[config.mk]
export PLATFORM = sky130hd
export DESIGN_NAME = nce_execute
export DESIGN_NICKNAME = d
export VERILOG_FILES = /design/src/core/nce_pkg.sv /design/src/core/nce_execute.sv
export SDC_FILE = /design/constraint.sdc
export NUM_CORES = 1
export LEC_CHECK = 0
export BUFFER_PORTS_ARGS = -buffer_cell sky130_fd_sc_hd__buf_2
export CAP_MARGIN = 0
export CORE_ASPECT_RATIO = 0.7
export CORE_UTILIZATION = 56
export CTS_BUF_LIST = sky130_fd_sc_hd__clkbuf_8
export DETAILED_ROUTE_END_ITERATION = 8
export PLACE_DENSITY = 0.83
export SLEW_MARGIN = 20
export SYNTH_ARGS = -nofsm -noshare
export SYNTH_HDL_FRONTEND = slang
export SYNTH_SLANG_ARGS = --single-unit
[constraint.sdc]
create_clock -name core_clk_i -period 4.2 [get_ports core_clk_i]
set_input_delay 0.84 -clock core_clk_i [delete_from_list [all_inputs] [get_ports core_clk_i]]
set_output_delay 0.84 -clock core_clk_i [all_outputs]
set_load 0.05 [all_outputs]
[src/core/nce_pkg.sv]
// Shared constants and types of the nibble core execute block
package nce_pkg;

  // ----------------------------------------------------------------
  // Sizes and reset values
  // ----------------------------------------------------------------
  localparam int PC_W = 12;
  localparam int STACK_DEPTH = 8;
  localparam logic [11:0] RESET_PC = 12'h000;
  localparam logic [3:0] NIB_RESET = 4'h0;
  localparam logic [3:0] CTRL_RESET = 4'h0;
  localparam logic [15:0] FLAGS_RESET = 16'h0000;

  // ----------------------------------------------------------------
  // Register port offsets
  // ----------------------------------------------------------------
  localparam logic [2:0] REG_STATUS = 3'h0;
  localparam logic [2:0] REG_PC = 3'h1;
  localparam logic [2:0] REG_CTRL = 3'h2;
  localparam logic [2:0] REG_FLAGS = 3'h3;
  localparam logic [2:0] REG_WAKE = 3'h4;
  localparam int CTRL_SAVED_CF_BIT = 4;
  localparam int CTRL_SAVED_ZF_BIT = 5;
  localparam int WAKE_BIT = 0;

  // ----------------------------------------------------------------
  // Opcodes and opcode fields
  // ----------------------------------------------------------------
  localparam logic [7:0] OP_MEM_LOAD = 8'h21;
  localparam logic [4:0] OP_SWAP_MEM_MODIFY_HI = 5'h14;
  localparam logic [7:0] OP_SWAP_MEM_INC = 8'hfe;
  localparam logic [7:0] OP_SWAP_MEM_DEC = 8'hff;
  localparam logic [7:0] OP_TABLE_READ = 8'h63;
  localparam logic [3:0] OP_PTR_ZERO_LOAD_HI = 4'h8;
  localparam logic [3:0] OP_PTR_HIGH_LOAD_HI = 4'h4;
  localparam logic [7:0] OP_PTR_LOW_INC = 8'hee;
  localparam logic [7:0] OP_PTR_LOW_DEC = 8'hef;
  localparam logic [7:0] OP_ACC_TO_PTR_LOW = 8'hf7;
  localparam logic [7:0] OP_PTR_LOW_TO_ACC = 8'he9;
  localparam logic [7:0] OP_SWAP_ACC_PTR_HIGH = 8'h23;
  localparam logic [3:0] OP_SWAP_ACC_WORK_HI = 4'he;
  localparam logic [4:0] OP_SWAP_PTR_HIGH_WORK_HI = 5'h1f;
  localparam logic [4:0] OP_SWAP_PTR_LOW_WORK_HI = 5'h1e;
  localparam logic [1:0] WORK_SEL_LOW = 2'b00;
  localparam logic [3:0] OP_FLAG_SET_HI = 4'h5;
  localparam logic [3:0] OP_FLAG_CLEAR_HI = 4'h1;
  localparam logic [4:0] OP_LONG_JUMP_HI = 5'h0d;
  localparam logic [7:0] OP_INDIRECT_PAGE_JUMP = 8'hfa;
  localparam logic [3:0] OP_ZERO_PAGE_CALL_HI = 4'hb;
  localparam logic [4:0] OP_BANK0_CALL_HI = 5'h15;
  localparam logic [7:0] OP_SUB_RETURN = 8'h62;
  localparam logic [7:0] OP_IRQ_RETURN = 8'h22;
  localparam logic [7:0] OP_BANK_CHANGE = 8'hfd;
  localparam logic [3:0] BR_TRUE_HI = 4'h7;
  localparam logic [3:0] BR_FALSE_HI = 4'h3;
  localparam logic [3:0] FBR_TRUE_HI = 4'hd;
  localparam logic [3:0] FBR_FALSE_HI = 4'h9;
  localparam logic [1:0] BR_SEL_ACC = 2'b00;
  localparam logic [1:0] BR_SEL_MEM = 2'b01;
  localparam logic [1:0] BR_SEL_PORT = 2'b10;
  localparam logic [3:0] BR_SEL_TIMER = 4'hc;
  localparam logic [3:0] BR_SEL_EXT = 4'hd;
  localparam logic [3:0] BR_SEL_ZERO = 4'he;
  localparam logic [3:0] BR_SEL_CARRY = 4'hf;
  localparam logic [7:0] OP_PORT_IN = 8'h0c;
  localparam logic [7:0] OP_PORT_OUT = 8'h61;
  localparam logic [5:0] OP_PORT_BIT_SET_HI = 6'h01;
  localparam logic [5:0] OP_PORT_BIT_CLEAR_HI = 6'h09;
  localparam logic [7:0] OP_CTRL_BITS = 8'h2c;
  localparam logic [3:0] CTRL_SET_TAG = 4'h8;
  localparam logic [3:0] CTRL_CLEAR_TAG = 4'h9;
  localparam logic [7:0] OP_TIMER_WRITE = 8'hf9;
  localparam logic [7:0] OP_HALT = 8'hf6;
  localparam logic [3:0] OP_LOAD_IMMEDIATE_HI = 4'hc;

  // ----------------------------------------------------------------
  // Types
  // ----------------------------------------------------------------
  typedef enum logic [2:0] {
    ST_FETCH = 3'b000,
    ST_DECODE = 3'b001,
    ST_OPERAND = 3'b010,
    ST_EXEC = 3'b011,
    ST_TABLE = 3'b100,
    ST_HALT = 3'b101
  } nce_state_e;

  typedef struct packed {
    logic [7:0] addr;
    logic [3:0] wdata;
    logic we;
  } nce_ram_req_s;

  typedef struct packed {
    logic [3:0] addr;
    logic [3:0] wdata;
    logic we;
  } nce_port_req_s;

endpackage

[src/core/nce_execute.sv]
// Instruction sequencer and execute datapath of the nibble core
// What this block does
// (RL1) Memory load copies RAM nibble, sets zero
// (RL2) Swap-modify swaps, XORs pointer high, zero
// (RL3) Plain swap: zero from pointer high
// (RL4) Swap then step pointer low, zero
// (RL5) Table read: ROM page byte into accumulator, E
// (RL6) Pointer loads, steps and transfers
// (RL7) Working register swaps, no flag change
// (RL8) Flag set/clear; clear sets zero from group
// (RL9) Long jump keeps bit 11 unless bank
// (RL10) Indirect jump: low PC from E, accumulator
// (RL11) Zero page call pushes PC plus one
// (RL12) Bank zero call pushes PC plus two
// (RL13) Returns pop stack; irq return restores flags
// (RL14) In-page branches on bit or flag
// (RL15) Timer branches test, clear timer flag unless an event arrives that cycle
// (RL16) External branches test, clear flag unless an event arrives that cycle
// (RL17) Flag-bit branches on one of sixteen
// (RL18) Port in, out, bit set, bit clear
// (RL19) Control bits set or cleared by mask
// (RL20) Timer write loads timer, clears its flag
// (RL21) Halt enters standby
// (RL22) Repeated load-immediate runs as no-operation
//
// Our own choices: the placing of the registers and strobed register access.
`timescale 1ns/1ps
module nce_execute #(
  parameter int STACK_DEPTH = nce_pkg::STACK_DEPTH
) (
  input wire logic core_clk_i,
  input wire logic resetn_i,
  input wire logic ce_i,
  output logic [11:0] rom_addr_o,
  input wire logic [7:0] rom_data_i,
  output nce_pkg::nce_ram_req_s ram_o,
  input wire logic [3:0] ram_rdata_i,
  output nce_pkg::nce_port_req_s port_o,
  input wire logic [3:0] port_rdata_i,
  input wire logic timer_event_i,
  input wire logic ext_event_i,
  output logic [7:0] timer_value_o,
  output logic timer_load_o,
  output logic halted_o,
  output logic [3:0] control_o,
  input wire logic [2:0] reg_addr_i,
  input wire logic [15:0] reg_wdata_i,
  input wire logic reg_wr_i,
  input wire logic reg_rd_i,
  output logic [15:0] reg_rdata_o
);
  import nce_pkg::*;

  localparam int SP_W = $clog2(STACK_DEPTH);

  nce_state_e state;
  logic [11:0] pc;
  logic [7:0] op;
  logic [7:0] arg;
  logic op_two;
  logic [3:0] acc;
  logic [3:0] e_reg;
  logic [3:0] ph;
  logic [3:0] pl;
  logic [3:0] work_a [4];
  logic [3:0] work_h [2];
  logic [3:0] work_l [2];
  logic carry_flag;
  logic zero_flag;
  logic saved_carry;
  logic saved_zero;
  logic timer_request_flag;
  logic external_request_flag;
  logic [15:0] flags;
  logic [11:0] stack [STACK_DEPTH];
  logic [SP_W-1:0] sp;
  logic bank_pending;
  logic prev_li;

  // ----------------------------------------------------------------
  // Decode
  // ----------------------------------------------------------------
  function automatic logic is_two_byte(input logic [7:0] code);
    is_two_byte = (code[7:4] == BR_TRUE_HI) || (code[7:4] == BR_FALSE_HI)
      || (code[7:4] == FBR_TRUE_HI) || (code[7:4] == FBR_FALSE_HI)
      || (code[7:3] == OP_LONG_JUMP_HI) || (code[7:3] == OP_BANK0_CALL_HI)
      || (code == OP_CTRL_BITS);
  endfunction

  logic exec;
  logic is_li;
  logic do_li;
  logic is_branch;
  logic br_cond;
  logic br_taken;
  logic is_xm;
  logic [3:0] xm_ph;
  logic [3:0] pl_inc;
  logic [3:0] pl_dec;
  logic [3:0] bit_mask;
  logic [3:0] rfb_group;
  logic [3:0] port_clr_val;
  logic [11:0] pc_step;
  logic wake;

  always_comb begin
    exec = (state == ST_EXEC);
    is_li = (op[7:4] == OP_LOAD_IMMEDIATE_HI);
    do_li = is_li && !prev_li; // RL22
    is_xm = (op[7:3] == OP_SWAP_MEM_MODIFY_HI);
    xm_ph = ph ^ {1'b0, op[2:0]};
    pl_inc = pl + 4'h1;
    pl_dec = pl - 4'h1;
    bit_mask = 4'h1 << op[1:0];
    rfb_group = flags[{op[3:2], 2'b00} +: 4] & ~bit_mask;
    port_clr_val = port_rdata_i & ~bit_mask;
    pc_step = op_two ? pc + 12'h002 : pc + 12'h001;
    wake = reg_wr_i && (reg_addr_i == REG_WAKE) && reg_wdata_i[WAKE_BIT];
    is_branch = (op[7:4] == BR_TRUE_HI) || (op[7:4] == BR_FALSE_HI)
      || (op[7:4] == FBR_TRUE_HI) || (op[7:4] == FBR_FALSE_HI);
    br_cond = 1'b0;
    if (op[7:4] == FBR_TRUE_HI || op[7:4] == FBR_FALSE_HI) begin
      br_cond = flags[op[3:0]]; // RL17
    end else begin
      case (op[3:0])
        BR_SEL_TIMER: br_cond = timer_request_flag; // RL15
        BR_SEL_EXT: br_cond = external_request_flag; // RL16
        BR_SEL_ZERO: br_cond = zero_flag;
        BR_SEL_CARRY: br_cond = carry_flag;
        default: begin
          case (op[3:2])
            BR_SEL_ACC: br_cond = acc[op[1:0]];
            BR_SEL_MEM: br_cond = ram_rdata_i[op[1:0]];
            BR_SEL_PORT: br_cond = port_rdata_i[op[1:0]];
            default: br_cond = 1'b0;
          endcase
        end
      endcase
    end
    br_taken = is_branch && (br_cond == ((op[7:4] == BR_TRUE_HI)
      || (op[7:4] == FBR_TRUE_HI))); // RL14
  end

  // ----------------------------------------------------------------
  // Sequencer, program counter and stack
  // ----------------------------------------------------------------
  always_ff @(posedge core_clk_i) begin
    if (!resetn_i) begin
      state <= ST_FETCH;
      pc <= RESET_PC;
      op <= 8'h00;
      arg <= 8'h00;
      op_two <= 1'b0;
      rom_addr_o <= RESET_PC;
      sp <= '0;
      bank_pending <= 1'b0;
      prev_li <= 1'b0;
      halted_o <= 1'b0;
    end else if (ce_i) begin
      case (state)
        ST_FETCH: begin
          rom_addr_o <= pc;
          state <= ST_DECODE;
        end
        ST_DECODE: begin
          op <= rom_data_i;
          op_two <= is_two_byte(rom_data_i);
          if (is_two_byte(rom_data_i)) begin
            rom_addr_o <= pc + 12'h001;
            state <= ST_OPERAND;
          end else begin
            state <= ST_EXEC;
          end
        end
        ST_OPERAND: begin
          arg <= rom_data_i;
          state <= ST_EXEC;
        end
        ST_EXEC: begin
          pc <= pc_step;
          state <= ST_FETCH;
          bank_pending <= (op == OP_BANK_CHANGE);
          prev_li <= is_li;
          if (op[7:3] == OP_LONG_JUMP_HI) begin
            pc <= {pc[11] ^ bank_pending, op[2:0], arg}; // RL9
          end else if (op == OP_INDIRECT_PAGE_JUMP) begin
            pc <= {pc[11:8], e_reg, acc}; // RL10
          end else if (op[7:4] == OP_ZERO_PAGE_CALL_HI) begin
            stack[sp] <= pc + 12'h001; // RL11
            sp <= sp + 1'b1;
            pc <= {6'h00, op[3:0], 2'b00}; // RL11
          end else if (op[7:3] == OP_BANK0_CALL_HI) begin
            stack[sp] <= pc + 12'h002; // RL12
            sp <= sp + 1'b1;
            pc <= {1'b0, op[2:0], arg}; // RL12
          end else if (op == OP_SUB_RETURN || op == OP_IRQ_RETURN) begin
            pc <= stack[sp - 1'b1]; // RL13
            sp <= sp - 1'b1;
          end else if (br_taken) begin
            pc <= {pc[11:8], arg}; // RL14
          end else if (op == OP_TABLE_READ) begin
            rom_addr_o <= {pc[11:8], e_reg, acc}; // RL5
            state <= ST_TABLE;
          end else if (op == OP_HALT) begin
            halted_o <= 1'b1; // RL21
            state <= ST_HALT;
          end
        end
        ST_TABLE: begin
          state <= ST_FETCH;
        end
        ST_HALT: begin
          if (wake) begin
            halted_o <= 1'b0;
            state <= ST_FETCH;
          end
        end
        default: begin
          state <= ST_FETCH;
        end
      endcase
    end
  end

  // ----------------------------------------------------------------
  // Accumulator, E, pointer, working registers, carry and zero
  // ----------------------------------------------------------------
  always_ff @(posedge core_clk_i) begin
    if (!resetn_i) begin
      acc <= NIB_RESET;
      e_reg <= NIB_RESET;
      ph <= NIB_RESET;
      pl <= NIB_RESET;
      work_a <= '{default: NIB_RESET};
      work_h <= '{default: NIB_RESET};
      work_l <= '{default: NIB_RESET};
      carry_flag <= 1'b0;
      zero_flag <= 1'b0;
    end else if (ce_i) begin
      if (state == ST_TABLE) begin
        acc <= rom_data_i[3:0]; // RL5
        e_reg <= rom_data_i[7:4]; // RL5
      end else if (exec) begin
        if (op == OP_MEM_LOAD) begin
          acc <= ram_rdata_i; // RL1
          zero_flag <= (ram_rdata_i == 4'h0); // RL1
        end else if (is_xm) begin
          acc <= ram_rdata_i; // RL2
          ph <= xm_ph; // RL2
          zero_flag <= (xm_ph == 4'h0); // RL3
        end else if (op == OP_SWAP_MEM_INC) begin
          acc <= ram_rdata_i; // RL4
          pl <= pl_inc;
          zero_flag <= (pl_inc == 4'h0);
        end else if (op == OP_SWAP_MEM_DEC) begin
          acc <= ram_rdata_i; // RL4
          pl <= pl_dec;
          zero_flag <= (pl_dec == 4'h0);
        end else if (op[7:4] == OP_PTR_ZERO_LOAD_HI) begin
          ph <= 4'h0; // RL6
          pl <= op[3:0];
        end else if (op[7:4] == OP_PTR_HIGH_LOAD_HI) begin
          ph <= op[3:0]; // RL6
        end else if (op == OP_PTR_LOW_INC) begin
          pl <= pl_inc; // RL6
          zero_flag <= (pl_inc == 4'h0);
        end else if (op == OP_PTR_LOW_DEC) begin
          pl <= pl_dec; // RL6
          zero_flag <= (pl_dec == 4'h0);
        end else if (op == OP_ACC_TO_PTR_LOW) begin
          pl <= acc; // RL6
        end else if (op == OP_PTR_LOW_TO_ACC) begin
          acc <= pl; // RL6
          zero_flag <= (pl == 4'h0);
        end else if (op == OP_SWAP_ACC_PTR_HIGH) begin
          acc <= ph; // RL6
          ph <= acc;
        end else if (op[7:4] == OP_SWAP_ACC_WORK_HI
                     && op[1:0] == WORK_SEL_LOW) begin
          acc <= work_a[op[3:2]]; // RL7
          work_a[op[3:2]] <= acc;
        end else if (op[7:3] == OP_SWAP_PTR_HIGH_WORK_HI
                     && op[1:0] == WORK_SEL_LOW) begin
          ph <= work_h[op[2]]; // RL7
          work_h[op[2]] <= ph;
        end else if (op[7:3] == OP_SWAP_PTR_LOW_WORK_HI
                     && op[1:0] == WORK_SEL_LOW) begin
          pl <= work_l[op[2]]; // RL7
          work_l[op[2]] <= pl;
        end else if (op[7:4] == OP_FLAG_CLEAR_HI) begin
          zero_flag <= (rfb_group == 4'h0); // RL8
        end else if (op == OP_IRQ_RETURN) begin
          carry_flag <= saved_carry; // RL13
          zero_flag <= saved_zero;
        end else if (op == OP_PORT_IN) begin
          acc <= port_rdata_i; // RL18
          zero_flag <= (port_rdata_i == 4'h0);
        end else if (op[7:2] == OP_PORT_BIT_CLEAR_HI) begin
          e_reg <= port_clr_val; // RL18
          zero_flag <= (port_clr_val == 4'h0);
        end else if (op == OP_CTRL_BITS && arg[7:4] == CTRL_CLEAR_TAG) begin
          zero_flag <= ((control_o & ~arg[3:0]) == 4'h0);
        end else if (do_li) begin
          acc <= op[3:0]; // RL22
          zero_flag <= (op[3:0] == 4'h0);
        end
      end
    end
  end

  // ----------------------------------------------------------------
  // Flag bits, request flags, control register
  // ----------------------------------------------------------------
  always_ff @(posedge core_clk_i) begin
    if (!resetn_i) begin
      flags <= FLAGS_RESET;
      timer_request_flag <= 1'b0;
      external_request_flag <= 1'b0;
      control_o <= CTRL_RESET;
      saved_carry <= 1'b0;
      saved_zero <= 1'b0;
    end else if (ce_i) begin
      if (reg_wr_i && reg_addr_i == REG_FLAGS) begin
        flags <= reg_wdata_i;
      end
      if (reg_wr_i && reg_addr_i == REG_CTRL) begin
        control_o <= reg_wdata_i[3:0];
        saved_carry <= reg_wdata_i[CTRL_SAVED_CF_BIT];
        saved_zero <= reg_wdata_i[CTRL_SAVED_ZF_BIT];
      end
      if (exec && op[7:4] == OP_FLAG_SET_HI) begin
        flags[op[3:0]] <= 1'b1; // RL8
      end
      if (exec && op[7:4] == OP_FLAG_CLEAR_HI) begin
        flags[op[3:0]] <= 1'b0; // RL8
      end
      if (exec && op == OP_CTRL_BITS && arg[7:4] == CTRL_SET_TAG) begin
        control_o <= control_o | arg[3:0]; // RL19
      end
      if (exec && op == OP_CTRL_BITS && arg[7:4] == CTRL_CLEAR_TAG) begin
        control_o <= control_o & ~arg[3:0]; // RL19
      end
      // Event in the clearing cycle wins
      if (timer_event_i) begin
        timer_request_flag <= 1'b1;
      end else if (exec && (op == OP_TIMER_WRITE
          || (op[7:4] == BR_TRUE_HI || op[7:4] == BR_FALSE_HI)
          && op[3:0] == BR_SEL_TIMER)) begin
        timer_request_flag <= 1'b0; // RL15 RL20
      end
      if (ext_event_i) begin
        external_request_flag <= 1'b1;
      end else if (exec && (op[7:4] == BR_TRUE_HI || op[7:4] == BR_FALSE_HI)
          && op[3:0] == BR_SEL_EXT) begin
        external_request_flag <= 1'b0; // RL16
      end
    end
  end

  // ----------------------------------------------------------------
  // RAM, port and timer requests
  // ----------------------------------------------------------------
  always_ff @(posedge core_clk_i) begin
    if (!resetn_i) begin
      ram_o <= '0;
      port_o <= '0;
      timer_value_o <= 8'h00;
      timer_load_o <= 1'b0;
    end else if (ce_i) begin
      ram_o.we <= 1'b0;
      port_o.we <= 1'b0;
      timer_load_o <= 1'b0;
      if (state == ST_FETCH) begin
        ram_o.addr <= {ph, pl};
        port_o.addr <= pl; // RL18
      end
      if (exec && (is_xm || op == OP_SWAP_MEM_INC
          || op == OP_SWAP_MEM_DEC)) begin
        ram_o.wdata <= acc; // RL2 RL3 RL4
        ram_o.we <= 1'b1;
      end
      if (exec && op == OP_PORT_OUT) begin
        port_o.wdata <= acc; // RL18
        port_o.we <= 1'b1;
      end
      if (exec && op[7:2] == OP_PORT_BIT_SET_HI) begin
        port_o.wdata <= port_rdata_i | bit_mask; // RL18
        port_o.we <= 1'b1;
      end
      if (exec && op[7:2] == OP_PORT_BIT_CLEAR_HI) begin
        port_o.wdata <= port_clr_val; // RL18
        port_o.we <= 1'b1;
      end
      if (exec && op == OP_TIMER_WRITE) begin
        timer_value_o <= {e_reg, acc}; // RL20
        timer_load_o <= 1'b1;
      end
    end
  end

  // ----------------------------------------------------------------
  // Register port read data
  // ----------------------------------------------------------------
  always_ff @(posedge core_clk_i) begin
    if (!resetn_i) begin
      reg_rdata_o <= 16'h0000;
    end else if (ce_i) begin
      reg_rdata_o <= 16'h0000;
      if (reg_rd_i) begin
        case (reg_addr_i)
          REG_STATUS: reg_rdata_o <= {carry_flag, zero_flag,
            timer_request_flag, external_request_flag, ph, e_reg, acc};
          REG_PC: reg_rdata_o <= {4'h0, pc};
          REG_CTRL: reg_rdata_o <= {10'h000, saved_zero, saved_carry,
            control_o};
          REG_FLAGS: reg_rdata_o <= flags;
          REG_WAKE: reg_rdata_o <= {15'h0000, halted_o};
          default: reg_rdata_o <= 16'h0000;
        endcase
      end
    end
  end

endmodule

==> qor.yml <==
synth:
  synth_commonest_cells: "168 x nand2_1, 167 x dfxtp_1, 109 x nor2_1"
  yosysSeqAreaShare_pct: 43.1
  ys_ff_latch: 263
  synthArstFlopShare_pct: 0
  synth_area_leader_cell: "dfxtp_1"
  synth-edff-count: 96
  synth_top_cell_area_share_pct: 23.2
  synth_most_common_cell: "nand2_1"
  synth_cells: 1528
  ys_warn_count: 0
  synth.distinct_cells: 76
  synth.area.top_cells: "dfxtp_1 23%, edfxtp_1 20%, mux2i_1 6.7%"
  syn_area_per_cell_um2: 9.44
  syn_nets: 1577
  synth-main-ff-cell: "dfxtp_1"
  netlist_area_um2: 14400
setup_path:
  cp_cell_sequence: "buf_4 -> nor2_1 -> nand3_1 -> nand2_1 -> or4_1 -> or2_1 -> or4_1 -> a21boi_1"
  r2r.worst_path.cells: 8
  cp_common_cell: "or4_1"
  endpoint_kind: "flop"
  critPathBufInv: 1
  slowest_stage: "dfxtp_1"
  r2r_end: "ph[3]$_SDFFE_PN0P_"
  crit_family: "simple AND/OR/NAND/NOR gates"
  cp.arrival_ns: 3.91
  worstPathMaxFanout: 22
  critPathLaunch: "op[3]$_SDFFE_PN0P_"
  r2r_setup_slack_ns: 0.79
  critPathMaxStageDelay_ns: 0.87
  crit_type: "reg -> reg"
  cp_data_required_time_ns: 4.70
  start_kind: "flop"
  r2r_start: "op[3]$_SDFFE_PN0P_"
placed_design:
  port_buffers: 105
  gp_congestion: 1.09
  dp_hpwl_mm: 33.3
job:
  max_cap_viol_count: 0
floorplan:
  die-height_um: 136
  io_pins: 106
  initial_core_util_pct: 57.8
  die_area_um2: 26400
  core_area_um2: 25000
  die_x_um: 194
  num_rows: 48
finish:
  largest_register_ff_count: 96
  top_register: "stack"
  final_util_pct: 64.8
  fillers: 1972
  diodes: 0
  final_nets: 1656
  syn_to_final_growth_pct: 12.3
  drive_above_1_share_pct: 17.5
timing:
  worstMarginPinSlew_ns: 0.885
  period_needed_ns: 3.41
  slew_viol_final: 0
  fmax_mhz: 294
  whs_ns: 0.466
  finalSetupViolations: 0
  fin_skew_ns: 0.0177
  finalHoldViolCount: 0
  grt_setup_unrepaired: "false"
  maxSlewHeadroom_pct: 40.6
  setup-tns-final_ns: 0
  post-route-period-util_pct: 81.1
cts:
  clockRootBuffer: "clkbuf_8"
  cts_max_level: 2
  post_cts_resized: 0
  cts.sinks: 263
  hold_buffers: 0
  ctsLongestPathBuffers: 3
  cts_buffers: 42
  insertion_delay_ns: 0.58
  postCtsSetupRepairBufs: 0
  clk_pin_slew_ns: 0.06
  cts_tree: "done"
power_and_ir_drop:
  peakVddDrop_uv: 186
  p_per_area_nw_per_um2: 339
  p_leak_nw: 5.81
route:
  wl_per_cell_um: 23.9
  via_per_inst: 6.68
  drtPass1Iterations: 7
  drt_first_iter_violations: 2251
  routed_wl_mm: 46.8
  drc: 0
  ant_nets: 0
  num_vias: 13100
status:
  outcome: "finished clean"
hold_path:
  hold_end: "work_l[2]$_SDFFE_PN0P_"
  min-delay-start: "work_l[2]$_SDFFE_PN0P_"
  whs_path_depth: 2
  hp-class: "reg -> reg"
grt:
  grt.busiest_layer: "met1"
  gr-total-overflow: 0
  use_met1_pct: 52.5
  grt_max_degree: 106
  grt_util_met2_pct: 47.0
  grt_pass1_wl_mm: 70.8
  met3_usage_pct: 13.7
  grt_usage_pct: 35.2
  antenna_found_initial: 0
  grt_pass1_vias: 11900
[cells in the final DEF, fill, tap and decap left out, drive strengths merged, types with 6 or more instances in the layout]
master    n
nand2   168
dfxtp   167
buf     158
nor2    109
mux2i    96
edfxtp   96
nor2b    72
o21ai    65
a21boi   63
nand3    50
inv      50
clkbuf   49
a21oi    47
mux4     41
o22ai    40
nor3     37
nand2b   36
and2     34
xor2     21
o211ai   21
a31oi    15
a22oi    14
a221oi   14
xnor2    13
nand4    10
a211oi   10
and3      9
clkinv    9
mux2      8
nor4      8
ha        7
a211o     6
a32oi     6
[layer usage]
| layer | vias up | wire length, µm |
|---|---|---|
| li1 | 5720 | - |
| met1 | 6283 | 20100 |
| met2 | 998 | 18400 |
| met3 | 121 | 7350 |
| met4 | 0 | 999 |
| met5 | - | 0 |
[final cells by class]
class	instances	area (µm²)	share of cell area, %
Clock buffer	49	674	4.16
Clock inverter	26	253	1.56
Inverter	41	154	0.950
Multi-Input combinational cell	1101	7560	46.7
Sequential cell	263	6230	38.4
Tap cell	325	407	2.51
Timing Repair Buffer	158	926	5.72
[how the worst max path moves through the flow]
stage                     depth (start not counted)                      to
after floorplan                                  10      pc[8]$_SDFFE_PN0P_
after global placement                            7  flags[10]$_SDFFE_PN0P_
after detailed placement                          8      ph[3]$_SDFFE_PN0P_
after CTS                                         8      ph[3]$_SDFFE_PN0P_
after global routing                             10      pc[8]$_SDFFE_PN0P_
final                                             8      ph[3]$_SDFFE_PN0P_
[per-stage QoR]
step,cells,instance area (µm²),power [W],setup slack (ns)
CTS,1963,16200,0.00549,0.906
finish,1963,16200,0.00549,0.793
global placement,1888,15300,0.00307,0.969
floorplan,1528,14400,0.00296,1.11
global route,1963,16200,0.00563,0.595
detailed placement,1888,15300,0.00308,0.925
[power breakdown]
group | switching (W) | internal [W] | leakage (nW) | total [W]
registers | 0.0000523 | 0.00264 | 2.19 | 0.00270
logic | 0.000220 | 0.000127 | 3.12 | 0.000347
clock network | 0.00107 | 0.00138 | 0.499 | 0.00245
total | 0.00134 | 0.00415 | 5.81 | 0.00549
[worst reg2reg max path: cells and delay by family, from the launching register on]
family                 cells  cell delay, ns
AOI/OAI and AO/OA          1            0.13
buffers and inverters      1            0.33
DFF                        1            0.87
and+or+nand+nor            6            2.00
[kinds of logic after synthesis]
family / synth area share [%]
AO/OA/AOI/OAI: 16.5
XOR/XNOR: 2.06
adder cells (fa/ha/maj): 0.607
buffers and inverters: 4.56
flip-flops: 43.1
multiplexers: 13.7
AND/OR/NAND/NOR: 19.4
Power figures use the tool's default switching activity.
